[src/rtl/shutdown_regs_pkg.sv]
// Constants for the shutdown cause and rail voltage registers
package shutdown_regs_pkg;

  // ----------------------------------------------------------------
  // Register offsets
  // ----------------------------------------------------------------
  localparam logic [7:0] SHUTDOWN_CAUSE_ADDR = 8'h05;
  localparam logic [7:0] FIRST_REG_CTRL_ADDR = 8'h20;
  localparam logic [7:0] SECOND_REG_CTRL_ADDR = 8'h21;

  // ----------------------------------------------------------------
  // Field positions and reset values
  // ----------------------------------------------------------------
  localparam int CRIT_HEAT_BIT = 0;
  localparam int RAIL_FAULT_BIT = 1;
  localparam int UNDERVOLT_BIT = 2;
  localparam int COLD_OFF_BIT = 3;
  localparam int DECAY_BIT = 0;
  localparam int CODE_LSB = 1;
  localparam logic [7:0] SHUTDOWN_CAUSE_RESET = 8'h00;
  localparam logic [3:0] CAUSE_FLAGS_MASK = 4'h7;

  // Factory configuration defaults (arbitrary neutral values)
  localparam logic [7:0] FIRST_REG_CTRL_RESET = 8'h00;
  localparam logic [7:0] SECOND_REG_CTRL_RESET = 8'h00;

endpackage : shutdown_regs_pkg

[src/rtl/shutdown_cause_and_rail_voltage_regs.sv]
// Shutdown cause register and two regulator control registers
`timescale 1ns/1ps
`default_nettype none
module shutdown_cause_and_rail_voltage_regs (
  input wire logic clk_sys_i,
  input wire logic rst_b_i,
  input wire logic wr_en_i,
  input wire logic rd_en_i,
  input wire logic [7:0] addr_i,
  input wire logic [7:0] wdata_i,
  input wire logic undervoltage_shutdown_i,
  input wire logic rail_fault_shutdown_i,
  input wire logic critical_heat_shutdown_i,
  output logic [7:0] rdata_o,
  output logic [3:0] shutdown_cause_o,
  output logic shutdown_indication_set_o,
  output logic shutdown_clear_allowed_o,
  output logic [6:0] first_rail_voltage_code_o,
  output logic first_rail_decay_select_o,
  output logic [6:0] second_rail_voltage_code_o,
  output logic second_rail_decay_select_o
);

  // ----------------------------------------------------------------
  // State
  // ----------------------------------------------------------------
  typedef struct packed {
    logic [7:0] rdata;
    logic [7:0] first_ctrl;
    logic [7:0] second_ctrl;
    logic ind_set;
    logic clr_ok;
  } state_type;

  state_type state_q;
  state_type state_d;

  // ----------------------------------------------------------------
  // Internal signals
  // ----------------------------------------------------------------
  // Per-cause set requests from the shutdown sequencer
  logic [3:0] flag_set;
  // Per-cause clear requests from a host write of ones
  logic [3:0] flag_clr;
  // Cause flags as held in the flag bank
  logic [3:0] flags;
  // Register selects for the current bus cycle
  logic sel_cause;
  logic sel_first;
  logic sel_second;
  // Write strobes qualified by the register selects
  logic wr_cause;
  logic wr_first;
  logic wr_second;
  // Cause flags that go from clear to set at the next edge
  logic [2:0] rising;
  // Word to load into the read data register
  logic [7:0] read_word;

  // ----------------------------------------------------------------
  // Decode helpers
  // ----------------------------------------------------------------
  // Address match against one register offset
  function automatic logic hit(
    input logic [7:0] a,
    input logic [7:0] r
  );
    hit = (a == r);
  endfunction : hit

  // Cause register as the host sees it, reserved bits zero
  function automatic logic [7:0] cause_word(
    input logic [3:0] f
  );
    cause_word = {4'h0, f};
  endfunction : cause_word

  // Voltage code field of a regulator control register
  function automatic logic [6:0] code_field(
    input logic [7:0] r
  );
    code_field = r[7:shutdown_regs_pkg::CODE_LSB];
  endfunction : code_field

  // Decay select field of a regulator control register
  function automatic logic decay_field(
    input logic [7:0] r
  );
    decay_field = r[shutdown_regs_pkg::DECAY_BIT];
  endfunction : decay_field

  // ----------------------------------------------------------------
  // Address decode
  // ----------------------------------------------------------------
  always_comb begin
    sel_cause = hit(addr_i, shutdown_regs_pkg::SHUTDOWN_CAUSE_ADDR);
    sel_first = hit(addr_i, shutdown_regs_pkg::FIRST_REG_CTRL_ADDR);
    sel_second = hit(addr_i, shutdown_regs_pkg::SECOND_REG_CTRL_ADDR);
    wr_cause = wr_en_i && sel_cause;
    wr_first = wr_en_i && sel_first;
    wr_second = wr_en_i && sel_second;
  end

  // ----------------------------------------------------------------
  // Cause flags
  // ----------------------------------------------------------------
  // Set requests are level sensitive: an event held high keeps its
  // flag set even against a host clear in the same cycle.
  always_comb begin
    flag_set = '0;
    flag_set[shutdown_regs_pkg::UNDERVOLT_BIT] = undervoltage_shutdown_i;
    flag_set[shutdown_regs_pkg::RAIL_FAULT_BIT] = rail_fault_shutdown_i;
    flag_set[shutdown_regs_pkg::CRIT_HEAT_BIT] = critical_heat_shutdown_i;
    flag_set[shutdown_regs_pkg::COLD_OFF_BIT] = 1'b0;
    flag_clr = '0;
    if (wr_cause) begin
      // Reserved upper bits of the write are dropped here
      flag_clr = wdata_i[3:0];
    end
  end

  cause_flag_bank u_flags (
    .clk_sys_i(clk_sys_i),
    .rst_b_i(rst_b_i),
    .set_i(flag_set),
    .clear_i(flag_clr),
    .flags_o(flags)
  );

  // Only a clear-to-set change counts, so a held event gives one pulse
  always_comb begin
    rising = flag_set[2:0] & ~flags[2:0];
  end

  // ----------------------------------------------------------------
  // Read multiplexer
  // ----------------------------------------------------------------
  // Unmapped offsets read as zero; a read in the same cycle as a
  // write returns the value from before the write.
  always_comb begin
    read_word = 8'h00;
    if (sel_cause) begin
      read_word = cause_word(flags);
    end else if (sel_first) begin
      read_word = state_q.first_ctrl;
    end else if (sel_second) begin
      read_word = state_q.second_ctrl;
    end
  end

  // ----------------------------------------------------------------
  // Register access
  // ----------------------------------------------------------------
  always_comb begin
    state_d = state_q;
    // Pulse marks a cause flag rising, for the interrupt register
    state_d.ind_set = |rising;
    // Host may clear the indication only once all causes are clear
    state_d.clr_ok = ~|(flags & shutdown_regs_pkg::CAUSE_FLAGS_MASK);
    if (wr_first) begin
      state_d.first_ctrl = wdata_i;
    end
    if (wr_second) begin
      state_d.second_ctrl = wdata_i;
    end
    if (rd_en_i) begin
      state_d.rdata = read_word;
    end
  end

  // ----------------------------------------------------------------
  // State register
  // ----------------------------------------------------------------
  always_ff @(posedge clk_sys_i or negedge rst_b_i) begin
    if (!rst_b_i) begin
      state_q.rdata <= 8'h00;
      state_q.first_ctrl <= shutdown_regs_pkg::FIRST_REG_CTRL_RESET;
      state_q.second_ctrl <= shutdown_regs_pkg::SECOND_REG_CTRL_RESET;
      state_q.ind_set <= 1'b0;
      state_q.clr_ok <= 1'b1;
    end else begin
      state_q <= state_d;
    end
  end

  // ----------------------------------------------------------------
  // Outputs
  // ----------------------------------------------------------------
  assign rdata_o = state_q.rdata;
  assign shutdown_cause_o = flags;
  assign shutdown_indication_set_o = state_q.ind_set;
  assign shutdown_clear_allowed_o = state_q.clr_ok;
  assign first_rail_voltage_code_o = code_field(state_q.first_ctrl);
  assign first_rail_decay_select_o = decay_field(state_q.first_ctrl);
  assign second_rail_voltage_code_o = code_field(state_q.second_ctrl);
  assign second_rail_decay_select_o = decay_field(state_q.second_ctrl);

endmodule : shutdown_cause_and_rail_voltage_regs
`default_nettype wire

[src/rtl/cause_flag_bank.sv]
// Sticky write-one-to-clear cause flags with set-over-clear priority
`timescale 1ns/1ps
`default_nettype none
module cause_flag_bank (
  input wire logic clk_sys_i,
  input wire logic rst_b_i,
  input wire logic [3:0] set_i,
  input wire logic [3:0] clear_i,
  output logic [3:0] flags_o
);

  typedef struct packed {
    logic [3:0] flags;
  } state_type;

  state_type state_q;
  state_type state_d;

  always_comb begin
    state_d = state_q;
    for (int i = 0; i < 4; i++) begin
      if (set_i[i]) begin
        state_d.flags[i] = 1'b1;
      end else if (clear_i[i]) begin
        state_d.flags[i] = 1'b0;
      end
    end
  end

  always_ff @(posedge clk_sys_i or negedge rst_b_i) begin
    if (!rst_b_i) begin
      state_q <= '0;
    end else begin
      state_q <= state_d;
    end
  end

  assign flags_o = state_q.flags;

endmodule : cause_flag_bank
`default_nettype wire

[config.mk]
export PLATFORM = sky130hd
export DESIGN_NAME = shutdown_cause_and_rail_voltage_regs
export DESIGN_NICKNAME = d
export VERILOG_FILES = /design/src/rtl/shutdown_regs_pkg.sv /design/src/rtl/shutdown_cause_and_rail_voltage_regs.sv /design/src/rtl/cause_flag_bank.sv
export SDC_FILE = /design/constraint.sdc
export NUM_CORES = 1
export LEC_CHECK = 0
export BUFFER_PORTS_ARGS = -buffer_cell sky130_fd_sc_hd__buf_2
export CAP_MARGIN = 20
export CORE_MARGIN = 2
export CORE_UTILIZATION = 50
export DETAILED_ROUTE_END_ITERATION = 16
export PLACE_DENSITY = 0.79
export SYNTH_ARGS = -nofsm -noshare
export SYNTH_HDL_FRONTEND = slang
export SYNTH_SLANG_ARGS = --single-unit
[constraint.sdc]
create_clock -name clk_sys_i -period 1.4 [get_ports clk_sys_i]
set_input_delay 0.14 -clock clk_sys_i [delete_from_list [all_inputs] [get_ports clk_sys_i]]
set_output_delay 0.14 -clock clk_sys_i [all_outputs]
set_load 0.05 [all_outputs]
==> results.cfg, run 1 <==
[status]
outcome = finished, final reports clean

[timing]
slew_headroom_pct = 56.8
skew_ps = 13.0
fin_crit_sh_pct = 89.6
hold_violations = 0
fmax_mhz = 797
postLayoutSetupSlackWorst_ps = 146
finalSetupViolCount = 0
drv_slew = 0
worstMarginPinSlew_ps = 648
layout_min_cycle_time_ps = 1250
rsz0062_at_grt = false
tns_ps = 0

[clock_network]
clk_latency_ps = 340
cts_max_path_buffers = 2
clkTransAtPathRegs_ps = 100
htree_levels = 2
clock-sinks = 29
cts_tree = done
cts_root_buffer = clkbuf_4
cts_buffers = 5
cts_setup_buffers = 0

[global_route]
grt_pass1_wl_um = 4750
antenna_found_initial = 0
overflow = 0
busiest_layer = met2
grt_use_total_pct = 23.6
grt_util_met3_pct = 8.06
grt_pass1_vias = 1006
met2_usage_pct = 38.1
grtUsageMet1_pct = 28.3
grt_max_degree = 30

[setup_path]
r2r_end = rdata_o[0]
setup.worst_path.class = flop to primary output
crit_path_end_kind = primary output
crit_arrival_ps = 1110
r2r_cells = 3
cp_num_buf_inv = 1
r2r_start = first_rail_decay_select_o
critPathMaxFanout = 1
cp-start-kind = flop
slowest_delay_ps = 530
path_cells = buf_2
regToRegSetupSlack_ps = 450
slowest_stage = dfstp_2
cp_top_family = flip-flops
worstPathRequired_ps = 1260

[flow_run]
drv_cap = 0

[drt]
first_pass_iters = 4
wire_per_inst_um = 16.5
routed_via_density = 5.57
drt_iter0_drc = 21
ant_nets = 0
via_count = 1063
drc = 0
wl_um = 3140

[yosys]
synth_area_per_cell_um2 = 13.2
synthAdderAreaFrac_pct = 0
synth_top_area_share_pct = 54.1
synth_cell_type_count = 22
yosysWarnings = 0
syn_inst = 98
synth_simple_gate_area_share_pct = 13.5
synth_compound_area_share_pct = 8.30
synth_top_area_cell = dfrtp_1
synthMuxAreaShare_pct = 17.8
ys_seq_area_share_pct = 56.1
syn_nets = 121
synth_xor_area_share_pct = 0
ys_top_cells_by_area = dfrtp_1 54%, mux2_2 14%, mux2i_1 3.9%
synth_seq_cells = 29
netlist_area_um2 = 1300
synth_top_family_by_area = multiplexers

[placement]
routabilityCongestion = 0.865
post-place-cells = 179
pre_cts_ws_ps = -53.4
placedInstanceArea_um2 = 1600
dpl.hpwl_um = 2210
port-buffer-count = 51

[min_path]
timing.hold.worst_endpoint = second_rail_voltage_code_o[3]
min_path_cells = 2
hp-class = input port to flop
hold_path_startpoint = wdata_i[4]

[die]
design.core.area_um2 = 2480
rows = 18
ios = 53
start_util_pct = 52.3
die_width_um = 54.9
die_area_um2 = 3020
die-height_um = 54.9

[pwr]
p_per_area_nw_per_um2 = 1010
cellLeakagePower_nw = 0.900
ir_drop_mv = 0.772

[final_layout]
drive_gt1_share_pct = 52.2
final_area_um2 = 1710
nets = 183
diodes = 0
finalNonFillerCells = 191
final_util_pct = 68.9
synthToLayoutAreaGrowth_pct = 31.7
cell usage in the layout (no fill, tap or decap), types with 3 or more instances in the layout:
master,n
buf_2,51
dfrtp_1,28
mux2_2,16
inv_1,10
nand4_1,6
mux2i_1,5
o22ai_1,5
clkbuf_4,5
o221ai_1,4
dlygate4sd3_1,4
nor2b_1,3
a31oi_1,3
a21o_1,3
buf_4,3
report_power, final:
group          internal (mW)  switching (mW)  total [mW]  leakage [nW]
Sequential             0.860          0.0171       0.877         0.383
Clock                  0.291           0.308       0.598        0.0413
Combinational         0.0825           0.172       0.254         0.476
state kept, by name, summed over array words and instances, names as in the netlist:
name / flops
rdata_o: 8
second_rail_voltage_code_o: 7
second_rail_decay_select_o: 1
first_rail_voltage_code_o: 7
shutdown_clear_allowed_o: 1
u_flags.flags_o: 3
first_rail_decay_select_o: 1
shutdown_indication_set_o: 1
cell type report:
cell class	instances	area, µm²
sequential	29	727
fill	199	771
timing repair buffer	58	318
multi-input combinational	56	517
tap	30	37.5
inverter	10	37.5
clock buffer	7	65.1
clock inverter	1	5.00
cell usage after synthesis:
cell type  number
dfrtp_1        28
mux2_2         16
inv_1          10
nand4_1         6
mux2i_1         5
o22ai_1         5
o221ai_1        4
a21o_1          3
a31oi_1         3
nor2b_1         3
clkbuf_1        2
nor3_1          2
nor4b_4         2
buf_4           1
conb_1          1
dfstp_2         1
nand2b_1        1
nand3_1         1
nand3_2         1
nand4b_2        1
nor4b_2         1
or4b_1          1
per-layer routing:
metal,vias to the layer above,part of all wire [%]
li1,489,-
met1,527,41
met2,42,51
met3,5,6.6
met4,0,1.2
met5,-,0
through the flow:
| step | hold slack, ps | total power, mW |
|---|---|---|
| 6_report | 47.1 | 1.73 |
| 5_1_grt | 43.7 | 1.79 |
| 4_1_cts | 30.6 | 1.75 |
| 3_5_place_dp | 191 | 1.14 |
| 3_3_place_gp | 181 | 1.13 |
| 2_1_floorplan | -156 | 1.03 |
cell families after synthesis:
| family | count (synthesis) |
|---|---|
| flops | 29 |
| compound gates | 15 |
| other cells | 1 |
| simple gates | 19 |
| mux | 21 |
| buf+inv | 13 |
worst max-delay path by stage:
stage	endpoint	cells after the start	startpoint	slack (ps)
floorplan	second_rail_decay_select_o	3	addr_i[1]	210
global placement	first_rail_voltage_code_o[1]	4	addr_i[3]	8
detailed placement	first_rail_voltage_code_o[5]	4	addr_i[3]	-50
CTS	shutdown_clear_allowed_o	1	shutdown_clear_allowed_o	140
global route	shutdown_clear_allowed_o	1	shutdown_clear_allowed_o	110
finish	shutdown_clear_allowed_o	1	shutdown_clear_allowed_o	150
timing repair:
item	CTS	global route
resized for setup	0	0
hold buffers	4	0
hold endpoints to repair	31	0
setup endpoints to repair	0	0
Note: power is estimated with default switching activity, not from simulation.
==> run 2: changes to the inputs <==
- CORE_UTILIZATION: 50 -> 44
- CTS_BUF_LIST: not set -> sky130_fd_sc_hd__clkbuf_8
- PLACE_DENSITY: 0.79 -> 0.83
- clock period: 1.4 -> 1.1 ns (I/O delays scaled with it)
==> run 2 against run 1 <==
  * The flow now finishes with violations (setup timing)
  * Wire length down 2.2%
  * Total power up 30%
  * Sequential cell count unchanged
  * Sequential share of layout area down 1.6 points
  * Count of clock-buffer cells in the layout down 2
  * Final area up 4.3%
  * First-iteration DRC count down 19%
  * Clock power up 33%
  * Highest routed layer unchanged
==> results.cfg, run 2 (synthesis results as in run 1) <==
[status]
outcome = finished, violations left
violations = setup timing

[setup_path]
slowest_stage = mux2_2
r2r_start = first_rail_decay_select_o
crit_path_end_kind = flop
worstPathRequired_ps = 1260
cp-start-kind = input port
critPathMaxFanout = 8
r2r_cells = 3
cp_num_buf_inv = 2
crit_arrival_ps = 1270
cp_top_family = simple AND/OR/NAND/NOR gates
setup.worst_path.class = input port to flop
path_cells = buf_2 -> nor4b_4 -> buf_4 -> nand4b_4 -> mux2_2
slowest_delay_ps = 330
r2r_end = rdata_o[0]
regToRegSetupSlack_ps = 160

[clock_network]
cts_max_path_buffers = 2
cts_buffers = 5
clock-sinks = 29
cts_tree = done
cts_root_buffer = clkbuf_8
clk_latency_ps = 280
clkTransAtPathRegs_ps = 60
htree_levels = 2

[drt]
drt_iter0_drc = 17
via_count = 1088
routed_via_density = 5.58
wl_um = 3070
drc = 0
first_pass_iters = 4
ant_nets = 0
wire_per_inst_um = 15.8

[timing]
drv_slew = 0
fin_crit_sh_pct = 101
skew_ps = 5.78
fmax_mhz = 898
layout_min_cycle_time_ps = 1110
postLayoutSetupSlackWorst_ps = -13.1
whs_ps = 24.5
tns_ps = -46.8
hold_violations = 0
finalSetupViolCount = 8

[final_layout]
final_common_cell = buf_2
final_util_pct = 64.0
largest_reg_flops = 8
final_area_um2 = 1780
diodes = 0
filler_cell_count = 244
synthToLayoutAreaGrowth_pct = 37.4
most-common-layout-cells = 47 x buf_2, 25 x dfrtp_1, 16 x mux2_2
seqCellArea_um2 = 731
drive_gt1_share_pct = 55.5
nets = 186
multi_input_area_um2 = 533

[placement]
port-buffer-count = 51
routabilityCongestion = 0.820
placedInstanceArea_um2 = 1660
dpl.hpwl_um = 2300

[pwr]
p_per_area_nw_per_um2 = 1260
p_total_mw = 2.25
cellLeakagePower_nw = 0.947
ir_drop_mv = 1.55

[die]
design.core.area_um2 = 2780
die_width_um = 58.3
die_area_um2 = 3400
die-height_um = 58.3
ios = 53
rows = 19
start_util_pct = 46.6

[min_path]
min_path_cells = 2
hp-class = input port to flop
hold_path_startpoint = undervoltage_shutdown_i
timing.hold.worst_endpoint = u_flags.flags_o[2]

[flow_run]
drv_cap = 0

[global_route]
grt_pass1_wl_um = 5170
grt_use_total_pct = 20.9
grt_pass1_vias = 1099
grt_max_degree = 30
overflow = 0
antenna_found_initial = 0
run 2: cell types whose count changed in the layout (fill, tap and decap cells not counted), moves of 2 or more:
| cell | delta |
|---|---|
| inv_1 | +2 |
| buf_2 | -4 |
| clkbuf_4 | -5 |
| buf_4 | +8 |
| dlygate4sd3_1 | -3 |
| dfrtp_1 | -3 |
| dfrtp_2 | +3 |
| clkbuf_8 | +3 |
run 2: worst max-delay path by stage:
stage / from / to / slack, ps / cells past startpoint
3_3_place_gp: addr_i[3] / second_rail_voltage_code_o[3] / -240 / 4
3_5_place_dp: addr_i[3] / second_rail_voltage_code_o[4] / -310 / 4
6_report: addr_i[2] / first_rail_voltage_code_o[2] / -10 / 5
5_1_grt: addr_i[2] / first_rail_decay_select_o / -40 / 5
2_1_floorplan: addr_i[1] / second_rail_decay_select_o / -60 / 3
4_1_cts: addr_i[3] / second_rail_voltage_code_o[1] / -20 / 4
run 2: power breakdown:
| group | internal [mW] | total (mW) | leakage, nW | switching, mW |
|---|---|---|---|---|
| sequential | 1.10 | 1.12 | 0.378 | 0.0222 |
| clock | 0.423 | 0.797 | 0.0505 | 0.374 |
| combinational | 0.112 | 0.330 | 0.519 | 0.218 |
run 2: layer usage:
metal	GRT usage, %	routed length, µm
met5	0	0
met4	8.97	57
met3	7.37	269
met2	33.4	1560
met1	25.5	1180
run 2: cell type report:
class / instances / area share [%]
Clock inverter: 3 / 0.703
Sequential cell: 29 / 41.0
Clock buffer: 5 / 3.87
Tap cell: 31 / 2.18
Inverter: 10 / 2.11
Multi-Input combinational cell: 56 / 29.9
Timing Repair Buffer: 61 / 20.2
run 2: repair_timing:
action / 4_1_cts / 5_1_grt
hold buffers: 1 / 0
endpoints found under the setup margin: 9 / 20
endpoints found under the hold margin: 29 / 0
buffers inserted: 0 / 1
pin swaps: 0 / 1
resized for setup: 1 / 8
run 2: per-stage QoR:
| stage | std cells | setup WS, ps |
|---|---|---|
| 2_1_floorplan | 98 | -59.4 |
| 3_3_place_gp | 185 | -237 |
| 3_5_place_dp | 185 | -308 |
| 4_1_cts | 194 | -19.8 |
| 5_1_grt | 195 | -42.8 |
| 6_report | 195 | -13.1 |
==> run 3: changes to the inputs <==
- CORE_UTILIZATION: 44 -> 45
- SYNTH_HIERARCHICAL: not set -> 1
- clock period: 1.1 -> 1 ns (I/O delays scaled with it)
==> run 3 against run 2 <==
  * The flow still finishes with violations (setup timing)
  * Non-clock buffer count grew 22
  * Via count grew 27%
  * Synthesized cell count grew 14%
  * Core utilization grew 14 points
  * Wire length grew 76%
  * Sequential cell count grew 1
  * Cell count grew 19%
  * First-iteration DRC count grew to 2.8 times the previous value
  * Clock skew grew 9.1 ps
  * Total power grew 25%
==> results.cfg, run 3 <==
[die]
design.core.area_um2 = 2980
die-height_um = 59.4
start_util_pct = 46.3
die_area_um2 = 3520
ios = 53
rows = 20
die_width_um = 59.4

[final_layout]
finalNonFillerCells = 233
largest_reg_flops = 8
drive_gt1_share_pct = 61.0
nets = 222
synthToLayoutAreaGrowth_pct = 69.1
multi_input_area_um2 = 654
diodes = 0
filler_cell_count = 151
most-common-layout-cells = 27 x dfrtp_1, 27 x buf_4, 23 x buf_6
seqCellArea_um2 = 754

[pwr]
cellLeakagePower_nw = 1.13
ir_drop_mv = 1.50
p_per_area_nw_per_um2 = 1210

[global_route]
grt_use_total_pct = 27.5
antenna_found_initial = 0
grt_pass1_vias = 1311
grt_pass1_wl_um = 6700
grt_max_degree = 22
overflow = 0

[yosys]
syn_nets = 135
synth_cell_type_count = 21
syn_inst = 112
synth_area_per_cell_um2 = 12.3
yosysMostFrequentCell = dfrtp_1
ys_top_cells_by_area = dfrtp_1 53%, mux2_2 20%, inv_1 4.1%
ys_seq_area_share_pct = 54.5
ys.flop_type = dfrtp_1
synth_enable_flop_cells = 0
netlist_area_um2 = 1380
synth_commonest_cells = 29 x dfrtp_1, 24 x mux2_2, 15 x inv_1
synth_top_area_cell = dfrtp_1
yosysWarnings = 6
async_flop_share_pct = 100
synth_top_area_share_pct = 52.6
synth_seq_cells = 30

[timing]
postLayoutSetupSlackWorst_ps = -324
worstMarginPinSlew_ps = 547
fmax_mhz = 755
fin_crit_sh_pct = 132
drv_slew = 0
slew_headroom_pct = 63.5
finalSetupViolCount = 38
layout_min_cycle_time_ps = 1320
skew_ps = 14.8
hold_violations = 0
rsz0062_at_grt = true
tns_ps = -6830

[placement]
post-place-cells = 213
port-buffer-count = 52
routabilityCongestion = 0.806
dpl.hpwl_um = 2520

[clock_network]
cts_buffers = 5
clk_latency_ps = 300
cts_root_buffer = clkbuf_8
cts_tree = done
clock-sinks = 30
cts_max_path_buffers = 2
clkTransAtPathRegs_ps = 70
htree_levels = 2

[setup_path]
worstPathRequired_ps = 1180
cp-start-kind = input port
setup.worst_path.class = input port to flop
critPathMaxFanout = 4
crit_path_end_kind = flop
crit_arrival_ps = 1510

[drt]
drc = 0
routed_via_density = 5.91
wire_per_inst_um = 23.3
drt_iter0_drc = 48
ant_nets = 0
via_count = 1377
first_pass_iters = 4
wl_um = 5420

[flow_run]
drv_cap = 0

[status]
violations = setup timing
outcome = finished, violations left

[min_path]
hp-class = input port to flop
## run 3: cell count changes in the layout (fill, tap and decap cells not counted), sizes merged, moves of 5 or more
cell	delta
buf	+21
inv	+6
mux2	+8
mux2i	-5
nand2	+5
nand4	-6
## run 3: worst paths after layout
kind,slack [ps],end,from,depth (start not counted)
max,-320,first_rail_voltage_code_o[6],addr_i[7],5
min,10,u_flags/flags_o[2],undervoltage_shutdown_i,2
max reg2reg,-100,rdata_o[3],first_rail_voltage_code_o[2],3
min reg2reg,460,shutdown_clear_allowed_o,u_flags/flags_o[0],1
max in group asynchronous,360,rdata_o[3],rst_b_i,3
min in group asynchronous,230,second_rail_voltage_code_o[0],rst_b_i,2
## run 3: logic make-up (layout without fill, tap and decap cells)
kind of cell / after synthesis / count (layout) / share of synthesized area (%)
AND/OR/NAND/NOR: 22 / 22 / 12.1
buffers and inverters: 18 / 106 / 4.90
AO/OA/AOI/OAI: 17 / 17 / 8.62
other: 1 / 1 / 0.272
multiplexers: 24 / 24 / 19.6
flip-flops: 30 / 30 / 54.5
## run 3: power by group
| part | internal (mW) | switching [mW] |
|---|---|---|
| Sequential | 1.25 | 0.0384 |
| Combinational | 0.258 | 0.301 |
| Clock | 0.464 | 0.503 |
## run 3: final cells by class
cell class	count	area share [%]
inverters	15	2.42
multi-input cells	64	28.1
flip-flops and latches	30	32.4
repair buffers	83	31.9
clock inverters	3	0.483
well taps	33	1.77
clock buffers	5	2.95
## run 3: metal layers
layer	track usage [%]	part of all wire (%)	wire [µm]
met5	0	0	0
met4	14.6	4.1	224
met3	10.9	7.9	427
met2	44.6	50	2730
met1	31.0	38	2040
## run 3: through the flow
step	util [%]	hold WS (ps)	setup WS, ps	total power [mW]	area (µm²)
finish	78.3	14.6	-324	2.81	2330
global route	78.3	12.1	-340	2.87	2330
CTS	73.6	13.7	-288	2.66	2190
detailed placement	61.3	-20.4	-730	1.68	1830
global placement	61.3	-25.5	-683	1.67	1830
floorplan	-	-196	-631	1.49	1380
## run 3: what timing repair did
action                                  4_1_cts  5_1_grt
setup buffers                                 4        7
cloned                                        0        0
hold buffers                                  1        0
pin swaps                                    11        5
hold endpoints to repair                     30        0
resized for setup                            71       31
endpoints found under the setup margin       46       51
## run 3: critical path, cell delays in order
cell and delay, ps:
buf_6 90, or4_4 580, nor4_4 210, buf_4 210, mux2_4 310
